==> config.mk <==
export PLATFORM = sky130hd
export DESIGN_NAME = psx_slot_regs
export DESIGN_NICKNAME = d
export VERILOG_FILES = /design/src/logic/psx_regs_pkg.sv /design/src/logic/psx_slot_regs.sv
export SDC_FILE = /design/constraint.sdc
export NUM_CORES = 1
export LEC_CHECK = 0
export ABC_AREA = 1
export BUFFER_PORTS_ARGS = -buffer_cell sky130_fd_sc_hd__buf_2
export CORE_ASPECT_RATIO = 0.7
export CORE_UTILIZATION = 49
export CTS_BUF_LIST = sky130_fd_sc_hd__clkbuf_8
export DETAILED_ROUTE_END_ITERATION = 7
export PLACE_DENSITY_LB_ADDON = 0.08
export SLEW_MARGIN = 20
export SYNTH_ARGS = -nofsm -noshare
export SYNTH_HDL_FRONTEND = slang
export SYNTH_HIERARCHICAL = 1
export SYNTH_SLANG_ARGS = --single-unit
==> constraint.sdc <==
create_clock -name clk_in -period 2 [get_ports clk_in]
set_input_delay 0.3 -clock clk_in [delete_from_list [all_inputs] [get_ports clk_in]]
set_output_delay 0.3 -clock clk_in [all_outputs]
set_load 0.01 [all_outputs]
==> src/logic/psx_regs_pkg.sv <==
// Package: offsets, field positions and reset values for the slot status / cap-2 register bank
`default_nettype none
package psx_regs_pkg;
	localparam int          ADDR_W            = 8;
	localparam logic [7:0]  OFF_SLOT          = 8'hD8;
	localparam logic [7:0]  OFF_DEV_CAP2      = 8'hE4;
	localparam logic [7:0]  OFF_DEV_CTL2      = 8'hE8;
	localparam logic [7:0]  OFF_LINK_CAP2     = 8'hEC;
	localparam logic [7:0]  OFF_LINK_CTL2     = 8'hF0;
	localparam logic [7:0]  OFF_SLOT_CAP2     = 8'hF4;
	localparam logic [7:0]  OFF_SLOT_CTL2     = 8'hF8;
	// Slot status bits within the D8h dword
	localparam int          B_BUTTON          = 16;
	localparam int          B_PWR_FAULT       = 17;
	localparam int          B_LATCH_CHG       = 18;
	localparam int          B_PRES_CHG        = 19;
	localparam int          B_CMD_DONE        = 20;
	localparam int          B_LATCH_STATE     = 21;
	localparam int          B_PRESENCE        = 22;
	localparam int          B_LINK_CHG        = 24;
	// Slot control bits (lower half of D8h, held outside this block)
	localparam int          C_BUTTON_EN       = 0;
	localparam int          C_PWR_FAULT_EN    = 1;
	localparam int          C_PRES_CHG_EN     = 3;
	localparam int          C_CMD_DONE_EN     = 4;
	localparam int          C_HP_INT_EN       = 5;
	localparam int          C_LINK_CHG_EN     = 12;
	// Capability / control 2 fields
	localparam int          B_LTR_SUPP        = 11;
	localparam int          B_OBFF_SUPP_LO    = 18;
	localparam logic [1:0]  OBFF_SUPP_RST     = 2'h1;
	localparam int          B_LTR_EN          = 10;
	localparam int          B_OBFF_EN_LO      = 13;
	localparam int          B_SEL_DEEMP       = 6;
	localparam int          B_CUR_DEEMP       = 16;
	localparam logic [31:0] ZERO_WORD         = 32'h0000_0000;

	typedef struct packed {
		logic button;
		logic pwr_fault;
		logic pres_chg;
		logic cmd_done;
		logic link_chg;
	} psx_flags_t;

	typedef struct packed {
		logic                 rd;
		logic                 wr;
		logic [ADDR_W-1:0]    addr;
		logic [31:0]          wdata;
		logic [3:0]           be;
	} psx_cfg_req_t;
endpackage
`default_nettype wire

==> src/logic/psx_slot_regs.sv <==
// Slot status word and second-generation device / link / slot register bank
`default_nettype none
// Overview of operation
// - Slot status only downstream, upper half D8h
// - Bit 16 button pressed, write-one clears
// - Bit 17 power fault, W1C, resets zero
// - Bit 18 latch changed read-only zero
// - Bit 19 presence changed, write-one clears
// - Bit 20 command completed, write-one clears
// - Bit 21 latch state, one means opened
// - Bit 22 card presence, one present
// - No slot implemented: presence reads one
// - Presence resets to inverse of strap
// - Bit 24 link-active change flag, W1C
// - Device cap 2 bit 11 reads one
// - Buffer flush support field resets 01b
// - LTR enable, flush enable writable, zero reset
// - De-emphasis select read-only, port dependent
// - Current de-emphasis level, port dependent
// - Interrupt needs event and global enable
module psx_slot_regs (
	input  wire logic                                    clk_in,
	input  wire logic                                    reset_in,
	input  wire logic                                    clk_en_in,
	input  wire logic                                    downstream_in,
	input  wire logic                                    slot_impl_in,
	input  wire logic                                    presence_strap_in,
	input  wire logic                                    card_present_in,
	input  wire logic                                    retention_latch_open_in,
	input  wire logic                                    button_event_in,
	input  wire logic                                    pwr_fault_event_in,
	input  wire logic                                    cmd_done_event_in,
	input  wire logic                                    link_active_in,
	input  wire logic [15:0]                             slot_ctrl_in,
	input  wire psx_regs_pkg::psx_cfg_req_t              cfg_req_in,
	output logic [31:0]                                  cfg_rdata_out,
	output logic                                         cfg_rvalid_out,
	output logic                                         ltr_en_out,
	output logic [1:0]                                   obff_en_out,
	output logic                                         hp_int_out
);
	// ------------------------------------------------------------
	// Write decode
	// ------------------------------------------------------------
	logic        wr_slot;
	logic        wr_dctl;
	logic [31:0] w1c;
	logic        dn_port;
	assign dn_port = downstream_in;
	assign wr_slot = cfg_req_in.wr && (cfg_req_in.addr == psx_regs_pkg::OFF_SLOT)
		&& dn_port;
	assign wr_dctl = cfg_req_in.wr && (cfg_req_in.addr == psx_regs_pkg::OFF_DEV_CTL2);
	// Byte enables gate the one-bits that clear flags
	assign w1c = cfg_req_in.wdata & {{8{cfg_req_in.be[3]}}, {8{cfg_req_in.be[2]}},
		{8{cfg_req_in.be[1]}}, {8{cfg_req_in.be[0]}}};

	// ------------------------------------------------------------
	// Event flags
	// ------------------------------------------------------------
	psx_regs_pkg::psx_flags_t flags_ff;
	logic                     pres_seen_ff;
	logic                     link_seen_ff;
	logic                     presence_ff;
	logic                     strap_done_ff;
	logic                     pres_change;
	logic                     link_change;

	assign pres_change = strap_done_ff && (card_present_in != pres_seen_ff);
	assign link_change = strap_done_ff && (link_active_in != link_seen_ff);

	// One flag cell per event; clears only on a slot write
	psx_w1c_flag u_flag_button (
		.clk_in    (clk_in),
		.reset_in  (reset_in),
		.clk_en_in (clk_en_in),
		.set_in    (button_event_in),
		.clear_in  (wr_slot && w1c[psx_regs_pkg::B_BUTTON]),
		.flag_out  (flags_ff.button)
	);

	psx_w1c_flag u_flag_pwr_fault (
		.clk_in    (clk_in),
		.reset_in  (reset_in),
		.clk_en_in (clk_en_in),
		.set_in    (pwr_fault_event_in),
		.clear_in  (wr_slot && w1c[psx_regs_pkg::B_PWR_FAULT]),
		.flag_out  (flags_ff.pwr_fault)
	);

	psx_w1c_flag u_flag_pres_chg (
		.clk_in    (clk_in),
		.reset_in  (reset_in),
		.clk_en_in (clk_en_in),
		.set_in    (pres_change),
		.clear_in  (wr_slot && w1c[psx_regs_pkg::B_PRES_CHG]),
		.flag_out  (flags_ff.pres_chg)
	);

	psx_w1c_flag u_flag_cmd_done (
		.clk_in    (clk_in),
		.reset_in  (reset_in),
		.clk_en_in (clk_en_in),
		.set_in    (cmd_done_event_in),
		.clear_in  (wr_slot && w1c[psx_regs_pkg::B_CMD_DONE]),
		.flag_out  (flags_ff.cmd_done)
	);

	psx_w1c_flag u_flag_link_chg (
		.clk_in    (clk_in),
		.reset_in  (reset_in),
		.clk_en_in (clk_en_in),
		.set_in    (link_change),
		.clear_in  (wr_slot && w1c[psx_regs_pkg::B_LINK_CHG]),
		.flag_out  (flags_ff.link_chg)
	);

	// ------------------------------------------------------------
	// Presence and link tracking
	// ------------------------------------------------------------
	// Strap is caught on the first enabled edge after release, never under reset
	always_ff @(posedge clk_in or posedge reset_in) begin
		if (reset_in) begin
			strap_done_ff <= 1'b0;
			presence_ff   <= 1'b0;
			pres_seen_ff  <= 1'b0;
			link_seen_ff  <= 1'b0;
		end else if (clk_en_in) begin
			strap_done_ff <= 1'b1;
			link_seen_ff  <= link_active_in;
			if (!strap_done_ff) begin
				presence_ff  <= ~presence_strap_in;
				pres_seen_ff <= card_present_in;
			end else begin
				presence_ff  <= card_present_in;
				pres_seen_ff <= card_present_in;
			end
		end
	end

	// ------------------------------------------------------------
	// Device control 2
	// ------------------------------------------------------------
	logic       ltr_en_ff;
	logic [1:0] obff_en_ff;
	always_ff @(posedge clk_in or posedge reset_in) begin
		if (reset_in) begin
			ltr_en_ff  <= 1'b0;
			obff_en_ff <= 2'h0;
		end else if (clk_en_in && wr_dctl) begin
			if (cfg_req_in.be[1]) begin
				ltr_en_ff  <= cfg_req_in.wdata[psx_regs_pkg::B_LTR_EN];
				obff_en_ff <= cfg_req_in.wdata[psx_regs_pkg::B_OBFF_EN_LO +: 2];
			end
		end
	end
	assign ltr_en_out  = ltr_en_ff;
	assign obff_en_out = obff_en_ff;

	// ------------------------------------------------------------
	// Read words
	// ------------------------------------------------------------
	logic [31:0] slot_word;
	logic [31:0] dcap_word;
	logic [31:0] dctl_word;
	logic [31:0] lctl_word;
	logic [31:0] nxt_rdata;
	logic        pres_bit;

	// Without a slot the presence bit is forced to one
	// Before the strap is caught the bit shows its reset value
	assign pres_bit = slot_impl_in ? (strap_done_ff ? presence_ff : ~presence_strap_in)
		: 1'b1;

	always_comb begin
		slot_word = psx_regs_pkg::ZERO_WORD;
		slot_word[15:0]                            = slot_ctrl_in;
		slot_word[psx_regs_pkg::B_BUTTON]          = flags_ff.button;
		slot_word[psx_regs_pkg::B_PWR_FAULT]       = flags_ff.pwr_fault;
		slot_word[psx_regs_pkg::B_LATCH_CHG]       = 1'b0;
		slot_word[psx_regs_pkg::B_PRES_CHG]        = flags_ff.pres_chg;
		slot_word[psx_regs_pkg::B_CMD_DONE]        = flags_ff.cmd_done;
		slot_word[psx_regs_pkg::B_LATCH_STATE]     = retention_latch_open_in;
		slot_word[psx_regs_pkg::B_PRESENCE]        = pres_bit;
		slot_word[psx_regs_pkg::B_LINK_CHG]        = flags_ff.link_chg;
	end

	always_comb begin
		dcap_word = psx_regs_pkg::ZERO_WORD;
		dcap_word[psx_regs_pkg::B_LTR_SUPP] = 1'b1;
		dcap_word[psx_regs_pkg::B_OBFF_SUPP_LO +: 2] = psx_regs_pkg::OBFF_SUPP_RST;
		dctl_word = psx_regs_pkg::ZERO_WORD;
		dctl_word[psx_regs_pkg::B_LTR_EN]          = ltr_en_ff;
		dctl_word[psx_regs_pkg::B_OBFF_EN_LO +: 2] = obff_en_ff;
		lctl_word = psx_regs_pkg::ZERO_WORD;
		lctl_word[psx_regs_pkg::B_SEL_DEEMP] = dn_port;
		lctl_word[psx_regs_pkg::B_CUR_DEEMP] = dn_port;
	end

	always_comb begin
		case (cfg_req_in.addr)
			psx_regs_pkg::OFF_SLOT:      nxt_rdata = dn_port ? slot_word
				: psx_regs_pkg::ZERO_WORD;
			psx_regs_pkg::OFF_DEV_CAP2:  nxt_rdata = dcap_word;
			psx_regs_pkg::OFF_DEV_CTL2:  nxt_rdata = dctl_word;
			psx_regs_pkg::OFF_LINK_CTL2: nxt_rdata = lctl_word;
			default:                     nxt_rdata = psx_regs_pkg::ZERO_WORD;
		endcase
	end

	// Read data is registered: one cycle of latency
	always_ff @(posedge clk_in or posedge reset_in) begin
		if (reset_in) begin
			cfg_rdata_out  <= psx_regs_pkg::ZERO_WORD;
			cfg_rvalid_out <= 1'b0;
		end else if (clk_en_in) begin
			cfg_rvalid_out <= cfg_req_in.rd;
			if (cfg_req_in.rd) begin
				cfg_rdata_out <= nxt_rdata;
			end
		end
	end

	// ------------------------------------------------------------
	// Hot-plug interrupt
	// ------------------------------------------------------------
	logic any_enabled;
	logic hp_int_ff;
	assign any_enabled =
		(flags_ff.button    && slot_ctrl_in[psx_regs_pkg::C_BUTTON_EN])    ||
		(flags_ff.pwr_fault && slot_ctrl_in[psx_regs_pkg::C_PWR_FAULT_EN]) ||
		(flags_ff.pres_chg  && slot_ctrl_in[psx_regs_pkg::C_PRES_CHG_EN])  ||
		(flags_ff.cmd_done  && slot_ctrl_in[psx_regs_pkg::C_CMD_DONE_EN])  ||
		(flags_ff.link_chg  && slot_ctrl_in[psx_regs_pkg::C_LINK_CHG_EN]);
	always_ff @(posedge clk_in or posedge reset_in) begin
		if (reset_in) begin
			hp_int_ff <= 1'b0;
		end else if (clk_en_in) begin
			hp_int_ff <= dn_port && any_enabled
				&& slot_ctrl_in[psx_regs_pkg::C_HP_INT_EN];
		end
	end
	assign hp_int_out = hp_int_ff;
endmodule

// ------------------------------------------------------------
// One write-one-to-clear event flag
// ------------------------------------------------------------
module psx_w1c_flag (
	input  wire logic clk_in,
	input  wire logic reset_in,
	input  wire logic clk_en_in,
	input  wire logic set_in,
	input  wire logic clear_in,
	output logic      flag_out
);
	logic flag_ff;
	logic nxt_flag;

	// Set wins over a clear in the same cycle, so no event is lost
	always_comb begin
		nxt_flag = flag_ff;
		if (clear_in) begin
			nxt_flag = 1'b0;
		end
		if (set_in) begin
			nxt_flag = 1'b1;
		end
	end

	always_ff @(posedge clk_in or posedge reset_in) begin
		if (reset_in) begin
			flag_ff <= 1'b0;
		end else if (clk_en_in) begin
			flag_ff <= nxt_flag;
		end
	end

	assign flag_out = flag_ff;
endmodule
`default_nettype wire

### Yosys cells after proc, flatten, opt, wreduce, memory -nomap -nowiden

Cells that the tools add are included.

| storage, ports and cells | value |
|---|---|
| output and inout port bits | 37 |
| register bits after elaboration | 46 |
| logic and storage cells | 71 |

| cells by class | value |
|---|---|
| eq/ne operators | 6 |
| reduce and logical (&&, ||, !) cells | 34 |
| bitwise operators | 2 |
| mux-type cells | 15 |

Operator list:

| kind | count |
|---|---|
| case mux 25 bit (4 select lines) | 1 |
| == test 8 bit (second input constant) | 4 |
| AND 25 bit | 1 |
| 2-to-1 mux 25 bit | 1 |
| logical AND 1 bit | 18 |
| AND reduction 2 bit | 7 |
| 2-to-1 mux 1 bit | 13 |
| nonzero test 2 bit | 5 |
| logical OR 1 bit | 4 |
| != test 1 bit | 2 |
| inverter 1 bit | 1 |

### Logic depth before layout (Yosys ltp)

| depth | value |
|---|---|
| depth after elaboration | 7 |
| mapped depth | 9 |

### Modules after synthesis

Netlist, hierarchy kept.

By module, submodules not included:

| module | area an instance (um^2) | cells each | instances | sequential area each (um^2) |
|---|---|---|---|---|
| psx_slot_regs | 1774.2 | 234 | 1 | 825.8 |
| psx_w1c_flag | 43.8 | 6 | 5 | 25.0 |

### Worst setup path after synthesis

OpenSTA, ideal clock, no wires.

| timing | value |
|---|---|
| kind | input-to-reg |
| start | input cfg_req_in[37] in the netlist's numbering |
| end | register u_flag_pwr_fault.flag_ff (netlist: u_flag_pwr_fault/flag_out) |
| library setup time | 116 ps |
| cell stages on the path | 8 |
| path slack | 833 ps |
| buffers on the path | 0 |
| arrival | 1050 ps |
| cell sequence | nor2_1 nand2_2 nor2_8 nand4_1 nor2_1 nand2_1 nand2_1 nand2_1 |

| on the way | value |
|---|---|
| word-level cells in the longest chain between the ends | 6 |

Ends and longest elaborated chain:

| element | line | source |
|---|---|---|
| start, declared | psx_slot_regs.sv:35 | `input wire psx_regs_pkg::psx_cfg_req_t cfg_req_in,` |
| == test 8 bit | psx_slot_regs.sv:50 | `assign wr_slot = cfg_req_in.wr && (cfg_req_in.addr == psx_regs_pkg::OFF_SLOT)` |
| logical AND 1 bit | psx_slot_regs.sv:50 |  |
| logical AND 1 bit | psx_slot_regs.sv:51 | `&& dn_port;` |
| logical AND 1 bit | psx_slot_regs.sv:86 | `.clear_in (wr_slot && w1c[psx_regs_pkg::B_PWR_FAULT]),` |
| nonzero test 2 bit (no line) | n/a |  |
| AND reduction 2 bit (no line) | n/a |  |
| end signal, assigned | psx_slot_regs.sv:274 | `flag_ff <= nxt_flag;` |
| end, declared | psx_slot_regs.sv:256 | `logic flag_ff;` |

Every way passes these cells.
A chain may end at the register's enable or synchronous reset.

==> results.toml <==
[worst_setup_path]
reg2reg_to = "cfg_rdata_out[22]"
start_kind = "input pin"
timing.rr.start = "strap_done_ff"
crit_type = "in -> async"
critPathArrivalTime_ps = 1600
end_kind = "async pin"
critical_path_required_ps = 2440
worst_r2r_path_depth = 4
critPathMaxFanout = 27
r2r_slack_ps = 1060

[clock_tree]
path_clk_slew_ps = 70
clkSinkCount = 38
clk_latency_ps = 280
cts_root_buf = "clkbuf_8"
cts_tree = "built"
holdBufCountCts = 1
cts_resized = 0
ctsLongestPathBuffers = 2
cts_max_level = 2
post_cts_buffers = 0
numCtsBuffers = 5

[finish]
largest-register = "cfg_rdata_out"
design_area_um2 = 2490
fill_cells = 358
layout-drive-gt1-share_pct = 32.17
largest_reg_flops = 24
instances_no_fill = 395
syn_to_final_growth_pct = 24.92
nets = 418
postLayoutCoreUtil_pct = 67.41
diodes = 0

[logic_synthesis]
synth_compound_area_share_pct = 7.659
syn_avg_cell_area_um2 = 7.550
synth-simple-area-share_pct = 33.90
async_flop_share_pct = 100.0
yosysWarnings = 6
syn_inst = 264
yosysMostFrequentCell = "nand2_1"
synthTopCellsByCount = "115 x nand2_1, 38 x dfrtp_1, 26 x inv_1, 13 x nor2_1, 12 x nand3_1"
seq_area_frac_synth_pct = 47.71
netlist.area_leader.share_pct = 47.71
synth-edff-count = 0
synth_mux_area_share_pct = 0
post_synth_instance_area_um2 = 1993
synth-adder-area-share_pct = 0
ys.flop_type = "dfrtp_1"
synth-xor-area-share_pct = 0
ys_top_cells_by_area = "dfrtp_1 48%, nand2_1 22%, inv_1 4.9%, o21ai_2 4.4%, buf_4 3.4%"
ys_seq_elements = 38
synth_cell_type_count = 22
synth_top_family_by_area = "simple AND/OR/NAND/NOR gates"
yosys.area.top_type = "dfrtp_1"

[sta]
skew_ps = 3.296
period_minus_slack_ps = 1171
setup_tns_ps = 0
fmax_mhz = 854.1
period_share_pct = 58.54
holdWs_ps = 208.6
drv_slew = 0
hold_viol = 0
setup_viol = 0
grt_setup_unrepaired = "false"

[min_path]
hold_path_startpoint = "button_event_in"
hold_class = "in -> reg"
holdPathEnd = "u_flag_button/flag_out"
min_path_cells = 3

[detailed_routing]
drcViolationCount = 0
detail_route.wl_per_cell_um = 11.07
ant_nets = 0
viasPerCell = 4.608
routed_wl_mm = 4.372
drt_iter0_markers = 60
vias = 1820
drtPass1Iterations = 4

[outcome]
status = "finished clean"

[global_route]
grtUsageTotal_pct = 21.81
grt_first_pass_wirelength_mm = 7.355
gr-total-overflow = 0
grt_pass1_vias = 1639
grt_max_degree = 28
antenna_found_initial = 0

[floorplan]
start_util_pct = 53.96
die_h_um = 55.36
placementRows = 18
die_area_um2 = 4331
fp.dieW_um = 78.23
ios = 111
coreArea_um2 = 3694

[placement]
dp_hpwl_mm = 3.299
place_area_um2 = 2389
dp_cells = 386
portBuffers = 77
gp_congestion = 0.8405

[pwr]
p_leak_nw = 1.548
powerDensity_nw_per_um2 = 595.4
ir_worst_vdd_uv = 380.6

[job]
cap_violations = 0
==> logic make-up after synthesis <==
logic type,count (synthesis)
AND/OR/NAND/NOR,158
AO/OA/AOI/OAI,23
flip-flops,38
buffers and inverters,44
other,1
==> layout by cell type, fill, tap and decap left out, drive strengths merged <==
cell / Yosys / layout
nand2: 119 / 119
buf: 13 / 80
dfrtp: 38 / 38
inv: 29 / 30
o21ai: 20 / 20
nor2: 18 / 18
nand3: 13 / 13
conb: 1 / 8
nand4: 7 / 7
clkbuf: 2 / 6
a21oi: 3 / 3
or2: 1 / 1
clkinv: 0 / 1
dlygate4sd3: 0 / 1
==> stage by stage <==
stage | worst slack, ps | power [mW]
final | 829.2 | 1.482
after global routing | 689.6 | 1.558
after CTS | 808.4 | 1.495
after detailed placement | 506.3 | 0.9771
after global placement | 546.6 | 0.9742
after floorplan | 833.1 | 0.9055
==> routing by layer <==
layer	GRT usage [%]	vias up	part of all wire, %
li1	-	959	-
met1	30.00	795	50
met2	33.08	59	42
met3	6.777	7	7.0
met4	6.349	0	1.0
met5	0	-	0
==> critical path, cell delays in order <==
cell and delay, ps:
dlygate4sd3_1 530, buf_2 160, inv_1 220, buf_4 380
==> where the power goes <==
part	internal [mW]	switching (mW)
Combinational	0.0656	0.111
Sequential	0.779	0.00687
Clock	0.273	0.247
==> worst max-delay path by stage <==
stage                    from                        end  slack, ps  cells after the start
3_5_place_dp        clk_en_in           cfg_rdata_out[8]        510                      5
6_report             reset_in          cfg_rdata_out[18]        830                      4
3_3_place_gp        clk_en_in           cfg_rdata_out[8]        550                      5
5_1_grt             clk_en_in           cfg_rdata_out[9]        690                      5
2_1_floorplan  cfg_req_in[37]  u_flag_pwr_fault/flag_out        830                      8
4_1_cts              reset_in          cfg_rdata_out[18]        810                      4
==> final cells by class <==
type                       instances  area (um^2)  area share (%)
clock buffer                       6        82.58           3.317
inverter                          29        108.9           4.372
tap                               50        62.56           2.513
multi-input combinational        189        858.3           34.47
clock inverter                     2        8.758          0.3518
sequential                        38        950.9           38.19
timing repair buffer              81        417.9           16.78
No activity file was read; power rests on OpenSTA's default activity.
